[config.mk]
export PLATFORM = sky130hd
export DESIGN_NAME = dtc_timer
export DESIGN_NICKNAME = d
export VERILOG_FILES = /design/src/dtc_pkg.sv /design/src/dtc_timer.sv
export SDC_FILE = /design/constraint.sdc
export NUM_CORES = 1
export LEC_CHECK = 0
export BUFFER_PORTS_ARGS = -buffer_cell sky130_fd_sc_hd__buf_2
export CORE_UTILIZATION = 62
export DETAILED_ROUTE_END_ITERATION = 12
export HOLD_SLACK_MARGIN = 0.02
export PLACE_DENSITY = 0.85
export REMOVE_ABC_BUFFERS = 1
export SLEW_MARGIN = 10
export SYNTH_ARGS = -nofsm -noshare
export SYNTH_HDL_FRONTEND = slang
export SYNTH_SLANG_ARGS = --single-unit
[constraint.sdc]
create_clock -name clk_sys -period 7.75 [get_ports clk_sys]
set_input_delay 0.3875 -clock clk_sys [delete_from_list [all_inputs] [get_ports clk_sys]]
set_output_delay 0.3875 -clock clk_sys [all_outputs]
set_load 0.01 [all_outputs]
[src/dtc_pkg.sv]
// Behaviour
// - Counter A equal to compare_a raises irq_timer_a in discrete, carrier and PWM modes.
// - Counter B equal to compare_b_low raises irq_timer_b in discrete mode and in the low phase of carrier and PWM.
// - Cascade: irq_timer_b only on joint match of both halves; never irq_timer_a.
// - Carrier and PWM: compare_b_low sets the low-level width of the output.
// - Carrier and PWM: compare_b_high sets the high-level width of the output.
// - Carrier and PWM: counter B equal to compare_b_high in the high phase raises irq_timer_b.
// - Reset zeroes both counters; software reads them byte-wide only.
// - Compare registers have no reset value; written byte-wide by software.
// - Discrete: counter A clears on reset, enable low, match, overflow.
// - Discrete: counter B clears on reset, enable low, match, overflow.
// - Cascade: both clear together on reset, enable B low, joint match, joint overflow.
// - Carrier and PWM: counter B clears on its matches, overflow, enable low; counter A as in discrete.
// - Carrier mode: timer A periods gate timer B's carrier onto the output.
// - Cascade: counters form one 16-bit timer, counter A the low half.
// - Discrete: both are interval timers; only B counts events and drives square wave.
// - PWM: timer B drives a pulse train whose duty comes from its compares.
// - Mode decodes from both mode fields: 0000, 0101, 0011, 0010; others prohibited.
// - Cascade: count_enable_b starts and clears both; count_enable_a is ignored.
// - Cascade: counter A counts on timer B's count clock, whatever A selects.
package dtc_pkg;

	////////////////////////////////////////////////////////////////////////////////
	// Register byte offsets
	localparam logic [5:0] ADDR_MODE_A    = 6'h00;
	localparam logic [5:0] ADDR_MODE_B    = 6'h04;
	localparam logic [5:0] ADDR_CARRIER   = 6'h08;
	localparam logic [5:0] ADDR_CMP_A     = 6'h0C;
	localparam logic [5:0] ADDR_CMP_B_LOW = 6'h10;
	localparam logic [5:0] ADDR_CMP_B_HI  = 6'h14;
	localparam logic [5:0] ADDR_CNT_A     = 6'h18;
	localparam logic [5:0] ADDR_CNT_B     = 6'h1C;

	////////////////////////////////////////////////////////////////////////////////
	// Reset values, masks, field positions
	localparam logic [7:0] CNT_RESET      = 8'h00;
	localparam logic [7:0] CNT_MAX        = 8'hFF;
	localparam logic [7:0] CTRL_RESET     = 8'h00;
	localparam logic [7:0] MODE_A_MASK    = 8'hBE;
	localparam logic [7:0] MODE_B_MASK    = 8'hBF;
	localparam logic [2:0] CARRIER_MASK   = 3'h7;
	localparam int         CAR_NRZ_BIT    = 0;
	localparam int         CAR_NRZB_BIT   = 1;
	localparam int         CAR_FORCE_BIT  = 2;

	////////////////////////////////////////////////////////////////////////////////
	// Count clock selections and prescaler spans (in cycles, as powers of two)
	localparam logic [2:0] CSA_DIV_LO     = 3'h0;
	localparam logic [2:0] CSA_DIV_HI     = 3'h1;
	localparam logic [2:0] CSA_B_MATCH    = 3'h2;
	localparam logic [2:0] CSA_CARRIER    = 3'h3;
	localparam logic [2:0] CSB_FCLK       = 3'h0;
	localparam logic [2:0] CSB_DIV4       = 3'h1;
	localparam logic [2:0] CSB_EXT        = 3'h2;
	localparam logic [2:0] CSB_EXT_DIV2   = 3'h3;
	localparam logic [2:0] CSB_EXT_DIV4   = 3'h4;
	localparam logic [2:0] CSB_EXT_DIV8   = 3'h5;
	localparam int         PRE_A_LO_BITS  = 6;
	localparam int         PRE_A_HI_BITS  = 8;
	localparam int         PRE_B_BITS     = 2;

	////////////////////////////////////////////////////////////////////////////////
	// Mode codes {sel_a_hi, sel_a_lo, sel_b_hi, sel_b_lo}
	localparam logic [3:0] MCODE_DISCRETE = 4'h0;
	localparam logic [3:0] MCODE_CASCADE  = 4'h5;
	localparam logic [3:0] MCODE_CARRIER  = 4'h3;
	localparam logic [3:0] MCODE_PWM      = 4'h2;

	typedef struct packed {
		logic       countEnable;
		logic       zero6;
		logic [2:0] clkSel;
		logic       modeSelHi;
		logic       modeSelLo;
		logic       outEnable;
	} dtc_mode_ctrl_t;

	typedef enum {OP_DISCRETE, OP_CASCADE, OP_CARRIER, OP_PWM, OP_PROHIBITED} dtc_opmode_t;

	typedef enum {PH_LOW, PH_HIGH} dtc_phase_t;

endpackage

[src/dtc_timer.sv]
// The Avalon-MM slave port and the register offsets were chosen for this implementation.
module dtc_timer
	import dtc_pkg::*;
(
	// Clock and reset
	input  wire logic        clk_sys,
	input  wire logic        rst_b,
	// Avalon-MM slave
	input  wire logic [5:0]  avs_address,
	input  wire logic        avs_read,
	input  wire logic        avs_write,
	input  wire logic [31:0] avs_writedata,
	input  wire logic [3:0]  avs_byteenable,
	output logic      [31:0] avs_readdata,
	output logic             avs_waitrequest,
	// Pins and events
	input  wire logic        eventIn,
	output logic             timerOutputPin,
	output logic             irqTimerA,
	output logic             irqTimerB
);

	////////////////////////////////////////////////////////////////////////////////
	// Reset release
	logic rstMeta_reg;
	logic rstSyncB;
	always_ff @(posedge clk_sys or negedge rst_b) begin
		if (!rst_b) begin
			rstMeta_reg <= 1'b0;
			rstSyncB    <= 1'b0;
		end else begin
			rstMeta_reg <= 1'b1;
			rstSyncB    <= rstMeta_reg;
		end
	end

	////////////////////////////////////////////////////////////////////////////////
	// Register storage
	dtc_mode_ctrl_t modeCtrlA_reg;
	dtc_mode_ctrl_t modeCtrlB_reg;
	logic [2:0]     carrierCtrl_reg;
	logic [7:0]     compareA_reg;
	logic [7:0]     compareBLow_reg;
	logic [7:0]     compareBHigh_reg;
	logic [7:0]     cntA_reg;
	logic [7:0]     cntA_next;
	logic [7:0]     cntB_reg;
	logic [7:0]     cntB_next;
	dtc_phase_t     phase_reg;
	dtc_phase_t     phase_next;
	logic           square_reg;
	logic           nrz_reg;
	logic           ack_reg;
	logic [31:0]    rdata_reg;
	logic           busReq;
	logic           wrEn;
	logic           irqANext;
	logic           irqBNext;

	////////////////////////////////////////////////////////////////////////////////
	// Bus slave: waitrequest drops in the second cycle of every request
	assign busReq          = avs_read | avs_write;
	assign avs_waitrequest = busReq & ~ack_reg;
	assign wrEn            = avs_write & ack_reg & avs_byteenable[0];
	assign avs_readdata    = rdata_reg;
	always_ff @(posedge clk_sys or negedge rstSyncB) begin
		if (!rstSyncB) begin
			ack_reg <= 1'b0;
		end else begin
			ack_reg <= busReq & ~ack_reg;
		end
	end

	// Read data sampled a cycle early so it stands when waitrequest drops
	always_ff @(posedge clk_sys or negedge rstSyncB) begin
		if (!rstSyncB) begin
			rdata_reg <= 32'h0000_0000;
		end else if (avs_read & ~ack_reg) begin
			rdata_reg <= 32'h0000_0000;
			if (avs_byteenable[0]) begin
				case (avs_address)
					ADDR_MODE_A:    rdata_reg[7:0] <= modeCtrlA_reg;
					ADDR_MODE_B:    rdata_reg[7:0] <= modeCtrlB_reg;
					ADDR_CARRIER:   rdata_reg[2:0] <= carrierCtrl_reg;
					ADDR_CMP_A:     rdata_reg[7:0] <= compareA_reg;
					ADDR_CMP_B_LOW: rdata_reg[7:0] <= compareBLow_reg;
					ADDR_CMP_B_HI:  rdata_reg[7:0] <= compareBHigh_reg;
					ADDR_CNT_A:     rdata_reg[7:0] <= cntA_reg;
					ADDR_CNT_B:     rdata_reg[7:0] <= cntB_reg;
					default:        rdata_reg      <= 32'h0000_0000;
				endcase
			end
		end
	end

	always_ff @(posedge clk_sys or negedge rstSyncB) begin
		if (!rstSyncB) begin
			modeCtrlA_reg   <= CTRL_RESET;
			modeCtrlB_reg   <= CTRL_RESET;
			carrierCtrl_reg <= 3'h0;
		end else if (wrEn) begin
			case (avs_address)
				ADDR_MODE_A:  modeCtrlA_reg   <= avs_writedata[7:0] & MODE_A_MASK;
				ADDR_MODE_B:  modeCtrlB_reg   <= avs_writedata[7:0] & MODE_B_MASK;
				ADDR_CARRIER: carrierCtrl_reg <= avs_writedata[2:0] & CARRIER_MASK;
				default:      modeCtrlA_reg   <= modeCtrlA_reg;
			endcase
		end
	end
	// No reset here on purpose: contents stay unknown until written
	always_ff @(posedge clk_sys) begin
		if (wrEn && avs_address == ADDR_CMP_A) begin
			compareA_reg <= avs_writedata[7:0];
		end
		if (wrEn && avs_address == ADDR_CMP_B_LOW) begin
			compareBLow_reg <= avs_writedata[7:0];
		end
		if (wrEn && avs_address == ADDR_CMP_B_HI) begin
			compareBHigh_reg <= avs_writedata[7:0];
		end
	end

	////////////////////////////////////////////////////////////////////////////////
	// Mode decode
	dtc_opmode_t opMode;
	logic [3:0]  modeCode;
	assign modeCode = {modeCtrlA_reg.modeSelHi, modeCtrlA_reg.modeSelLo,
		modeCtrlB_reg.modeSelHi, modeCtrlB_reg.modeSelLo};
	always_comb begin
		case (modeCode)
			MCODE_DISCRETE: opMode = OP_DISCRETE;
			MCODE_CASCADE:  opMode = OP_CASCADE;
			MCODE_CARRIER:  opMode = OP_CARRIER;
			MCODE_PWM:      opMode = OP_PWM;
			default:        opMode = OP_PROHIBITED;
		endcase
	end

	////////////////////////////////////////////////////////////////////////////////
	// Event input: three flops, an edge counts once the last two agree
	logic       extS1_reg;
	logic       extS2_reg;
	logic       extS3_reg;
	logic       extLevel_reg;
	logic       extRise;
	logic [2:0] extDiv_reg;
	assign extRise = (extS2_reg == extS3_reg) & extS3_reg & ~extLevel_reg;
	always_ff @(posedge clk_sys or negedge rstSyncB) begin
		if (!rstSyncB) begin
			extS1_reg    <= 1'b0;
			extS2_reg    <= 1'b0;
			extS3_reg    <= 1'b0;
			extLevel_reg <= 1'b0;
		end else begin
			extS1_reg <= eventIn;
			extS2_reg <= extS1_reg;
			extS3_reg <= extS2_reg;
			if (extS2_reg == extS3_reg) begin
				extLevel_reg <= extS3_reg;
			end
		end
	end

	always_ff @(posedge clk_sys or negedge rstSyncB) begin
		if (!rstSyncB) begin
			extDiv_reg <= 3'h0;
		end else if (extRise) begin
			extDiv_reg <= extDiv_reg + 3'h1;
		end
	end

	////////////////////////////////////////////////////////////////////////////////
	// Prescaler and count clock ticks
	logic [7:0] pre_reg;
	logic       tickA;
	logic       tickB;
	logic       carrierEdge;
	always_ff @(posedge clk_sys or negedge rstSyncB) begin
		if (!rstSyncB) begin
			pre_reg <= 8'h00;
		end else begin
			pre_reg <= pre_reg + 8'h01;
		end
	end
	// Carrier rising edge: start of a high phase
	assign carrierEdge = (phase_reg == PH_LOW) && (phase_next == PH_HIGH);
	always_comb begin
		case (modeCtrlB_reg.clkSel)
			CSB_FCLK:     tickB = 1'b1;
			CSB_DIV4:     tickB = &pre_reg[PRE_B_BITS-1:0];
			CSB_EXT:      tickB = extRise;
			CSB_EXT_DIV2: tickB = extRise & extDiv_reg[0];
			CSB_EXT_DIV4: tickB = extRise & (&extDiv_reg[1:0]);
			CSB_EXT_DIV8: tickB = extRise & (&extDiv_reg);
			default:      tickB = 1'b0;
		endcase
	end

	always_comb begin
		if (opMode == OP_CASCADE) begin
			tickA = tickB;
		end else begin
			case (modeCtrlA_reg.clkSel)
				CSA_DIV_LO:  tickA = &pre_reg[PRE_A_LO_BITS-1:0];
				CSA_DIV_HI:  tickA = &pre_reg[PRE_A_HI_BITS-1:0];
				CSA_B_MATCH: tickA = irqTimerB;
				CSA_CARRIER: tickA = carrierEdge;
				default:     tickA = 1'b0;
			endcase
		end
	end

	////////////////////////////////////////////////////////////////////////////////
	// Counter next state
	logic enA;
	logic enB;
	logic bothMatch;
	logic bothMax;
	logic [7:0] limitB;
	assign enA       = modeCtrlA_reg.countEnable;
	assign enB       = modeCtrlB_reg.countEnable;
	assign bothMatch = (cntA_reg == compareA_reg) && (cntB_reg == compareBLow_reg);
	assign bothMax   = (cntA_reg == CNT_MAX) && (cntB_reg == CNT_MAX);
	assign limitB    = (phase_reg == PH_HIGH) ? compareBHigh_reg : compareBLow_reg;
	always_comb begin
		cntA_next  = cntA_reg;
		cntB_next  = cntB_reg;
		phase_next = phase_reg;
		irqANext   = 1'b0;
		irqBNext   = 1'b0;
		// Timer A alone in discrete, carrier and PWM; compare_a unused by PWM output
		if (opMode == OP_DISCRETE || opMode == OP_CARRIER || opMode == OP_PWM) begin
			if (!enA) begin
				cntA_next = CNT_RESET;
			end else if (tickA) begin
				if (cntA_reg == compareA_reg) begin
					cntA_next = CNT_RESET;
					irqANext  = 1'b1;
				end else if (cntA_reg == CNT_MAX) begin
					cntA_next = CNT_RESET;
				end else begin
					cntA_next = cntA_reg + 8'h01;
				end
			end
		end
		case (opMode)
			OP_DISCRETE: begin
				if (!enB) begin
					cntB_next = CNT_RESET;
				end else if (tickB) begin
					if (cntB_reg == compareBLow_reg) begin
						cntB_next = CNT_RESET;
						irqBNext  = 1'b1;
					end else if (cntB_reg == CNT_MAX) begin
						cntB_next = CNT_RESET;
					end else begin
						cntB_next = cntB_reg + 8'h01;
					end
				end
			end
			OP_CASCADE: begin
				// count_enable_a has no say here
				if (!enB) begin
					cntA_next = CNT_RESET;
					cntB_next = CNT_RESET;
				end else if (tickB) begin
					if (bothMatch || bothMax) begin
						cntA_next = CNT_RESET;
						cntB_next = CNT_RESET;
						irqBNext  = bothMatch;
					end else begin
						cntA_next = cntA_reg + 8'h01;
						if (cntA_reg == CNT_MAX) begin
							cntB_next = cntB_reg + 8'h01;
						end
					end
				end
			end
			OP_CARRIER, OP_PWM: begin
				if (!enB) begin
					cntB_next  = CNT_RESET;
					phase_next = PH_LOW;
				end else if (tickB) begin
					if (cntB_reg == limitB) begin
						cntB_next  = CNT_RESET;
						irqBNext   = 1'b1;
						phase_next = (phase_reg == PH_HIGH) ? PH_LOW : PH_HIGH;
					end else if (cntB_reg == CNT_MAX) begin
						cntB_next = CNT_RESET;
					end else begin
						cntB_next = cntB_reg + 8'h01;
					end
				end
			end
			default: begin
				// Prohibited code: both halted rather than guessing a mode
				cntA_next  = CNT_RESET;
				cntB_next  = CNT_RESET;
				phase_next = PH_LOW;
			end
		endcase
	end

	always_ff @(posedge clk_sys or negedge rstSyncB) begin
		if (!rstSyncB) begin
			cntA_reg <= CNT_RESET;
			cntB_reg <= CNT_RESET;
		end else begin
			cntA_reg <= cntA_next;
			cntB_reg <= cntB_next;
		end
	end
	always_ff @(posedge clk_sys or negedge rstSyncB) begin
		if (!rstSyncB) begin
			phase_reg <= PH_LOW;
			irqTimerA <= 1'b0;
			irqTimerB <= 1'b0;
		end else begin
			phase_reg <= phase_next;
			irqTimerA <= irqANext;
			irqTimerB <= irqBNext;
		end
	end

	////////////////////////////////////////////////////////////////////////////////
	// Output waveform
	logic waveLevel;
	always_ff @(posedge clk_sys or negedge rstSyncB) begin
		if (!rstSyncB) begin
			square_reg <= 1'b0;
		end else if ((opMode == OP_DISCRETE || opMode == OP_CASCADE) && irqBNext) begin
			square_reg <= ~square_reg;
		end
	end

	// Gate level reloaded at each timer A period; a write sets it at once
	always_ff @(posedge clk_sys or negedge rstSyncB) begin
		if (!rstSyncB) begin
			nrz_reg <= 1'b0;
		end else if (wrEn && avs_address == ADDR_CARRIER) begin
			nrz_reg <= avs_writedata[CAR_NRZ_BIT];
		end else if (opMode == OP_CARRIER && irqANext) begin
			nrz_reg <= carrierCtrl_reg[CAR_NRZB_BIT];
		end
	end

	always_comb begin
		case (opMode)
			OP_CARRIER: waveLevel = nrz_reg &
				(carrierCtrl_reg[CAR_FORCE_BIT] | (phase_reg == PH_HIGH));
			OP_PWM:     waveLevel = (phase_reg == PH_HIGH);
			default:    waveLevel = square_reg;
		endcase
	end

	always_ff @(posedge clk_sys or negedge rstSyncB) begin
		if (!rstSyncB) begin
			timerOutputPin <= 1'b0;
		end else begin
			timerOutputPin <= modeCtrlB_reg.outEnable & waveLevel;
		end
	end
endmodule

==> metrics.cfg <==
[detailed_routing]
vias=4699
antenna_left=0
drt-initial-drc-count=531
remaining_drc_errors=1
via_per_inst=6.35
routed_wl_um=14700
wl_per_cell_um=19.8
detail_route.first_pass.iterations=9

[floorplan]
dieHeight_um=102
rows=35
die-area_sq_um=10300
floorplan.initialDensity_pct=65.3
fp.dieW_um=102
pin_count=83
core-area_sq_um=9420

[synthesis]
ys_types=66
yosys_most_used_dff=dfrtp_1
synthTopCellsByArea=dfrtp_1 39%, edfxtp_1 12%, mux2_2 3.5%
synth_top_area_share_pct=38.6
synth_area_per_cell_sq_um=10.7
yosys.area.top_type=dfrtp_1
ys_seq_area_share_pct=50.4
async_flop_share_pct=79.8
synth_seq_cells=119
synthCells=575
ys_top_cells_by_count=95 x dfrtp_1, 46 x nand2_1, 34 x and2_1
yosys_warnings=0
synth_area_sq_um=6150
synth_edf_count=24
synth_most_common_cell=dfrtp_1

[grt]
grt_pass1_wl_um=23700
overflow=0
track_usage_pct=31.1
antenna_found_initial=0
grt_pass1_vias=4599
grt_max_degree=94

[cts]
cts_buffers=17
cts.reportedPaths.clkPinSlew_ns=0.06
tritoncts=done
post-cts-setup-buffers=0
clock_path_buffers=2
root_buffer=clkbuf_8
ctsHoldBuffers=2
clock-sinks=119
cts_max_level=4
clk_latency_ns=0.53
ctsResizeCount=0

[worst_setup_path]
endpoint_kind=flip-flop
worstSetupPathType=reg2reg
crit_fanout=19
startpoint=extDiv_reg[0]
cp_cell_sequence=ha_1, ha_1, nand2_1, o211ai_2, a31oi_2, nor4_1, nand4_1, o21a_1, nor2_1, a311o_1
r2r-start=extDiv_reg[0]
rrSetupSlack_ns=4.53
arrival_ns=3.62
crit_top_cell=ha_1
cpPeakStageDelay_ns=0.66
cp-start-kind=flip-flop
cp.required_ns=8.15
critPathSlowestCell=a31oi_2

[timing]
setup_violations=0
slew_viol_final=0
max_freq_mhz=311
setup-tns-final_ns=0
rsz0062_at_grt=false
period_share_pct=41.5
post-route-min-period_ns=3.22
slew_headroom_pct=29.4
fin_worst_skew_ns=0.0138
finalHoldViolCount=0
tightest_slew_ns=1.05

[min_path]
hold_class=in2reg
hp-start=avs_writedata[4]

[finish]
utilization_pct=73.4
areaGrowthSynthToFinish_pct=12.4
diodes=0
largest_reg_flops=32
nets=651
drive_gt1_share_pct=17.0

[pwr]
ir_drop_mv=0.184
leakagePower_nw=3.06
power.density_nw_per_um2=248

[run]
drv_cap=0

[place]
gp_congestion=0.928
portBuffers=31
post-dp-hpwl_um=9820

[outcome]
failed_checks=DRC
outcome=finished, violations left

## placed cells by master, fill, tap and decap left out, types with 4 or more instances in the layout
cell type  count
a21o_1         6
a21oi_1        8
a221o_1        4
a22o_1        10
a22oi_1       12
a311o_1        5
a32oi_1        4
and2_1        34
and3_1         4
buf_2         31
buf_4          4
clkbuf_16     17
conb_1        25
dfrtp_1       94
edfxtp_1      24
ha_1           6
inv_1         15
inv_6          6
mux2_2        19
mux2i_1        7
nand2_1       46
nand2b_1      12
nand3_1       23
nand4_1       12
nor2_1        32
nor2b_1        7
nor3_1        12
nor4_1         7
nor4_2         5
o21ai_0       16
o31ai_1        4
xnor2_1       11
xor2_1        21
## final timing paths
kind,endpoint,cells past startpoint
min in group asynchronous,rstSyncB,2
max in group asynchronous,pre_reg[1],1
worst min register to register,pre_reg[7],0
worst min-delay path,compareBHigh_reg[4],1
worst max register to register,cntA_reg[6],10
worst max-delay path,cntA_reg[6],10
## per-layer routing
layer  GRT usage [%]  vias to the layer above  share of wire [%]
li1                -                     2069                  -
met1            41.3                     2302                 40
met2            47.4                      271                 47
met3            7.73                       57                8.8
met4            16.1                        0                3.9
met5               0                        -                  0
## logic make-up after synthesis
kind of cell               Yosys count  synth area share (%)
adders and majority gates            6                  1.22
AOI/OAI and AO/OA                  101                  12.4
xor gates and xnor gates            32                  4.56
buffers and inverters               72                  6.14
DFF                                119                  50.4
muxes                               29                  5.72
other                                2                 0.122
and+or+nand+nor                    214                  19.5
## layout make-up
cell class | count | area [sq um]
Tap cell | 129 | 161
Inverter | 15 | 56.3
Timing Repair Buffer | 38 | 233
Multi-Input combinational cell | 407 | 2760
Fill cell | 653 | 2500
Sequential cell | 119 | 3100
Clock inverter | 14 | 160
Clock buffer | 18 | 439
## metrics by stage
step	worst slack, ns	area, sq um	power, W	instances	hold WS [ns]
floorplan	4.91	5920	0.000848	541	0.0919
CTS	4.59	6890	0.00172	739	0.0853
detailed placement	4.60	6270	0.000916	705	0.175
global placement	4.69	6270	0.000903	705	0.172
global route	4.26	6910	0.00177	740	0.0964
finish	4.53	6910	0.00172	740	0.0965
## power breakdown
group          internal (W)  total [W]  switching [W]
combinational     0.0000784   0.000191       0.000112
sequential         0.000668   0.000723      0.0000548
clock              0.000486   0.000803       0.000316
total               0.00123    0.00172       0.000484
## worst max-delay path: cells and delay by family, from the launching register on
family | cells | cell delay (ns)
flip-flops | 1 | 0.41
adder cells (fa/ha/maj) | 2 | 0.41
AO/OA/AOI/OAI | 4 | 1.75
AND/OR/NAND/NOR | 4 | 0.52
Note: power is estimated with default switching activity, not from simulation.
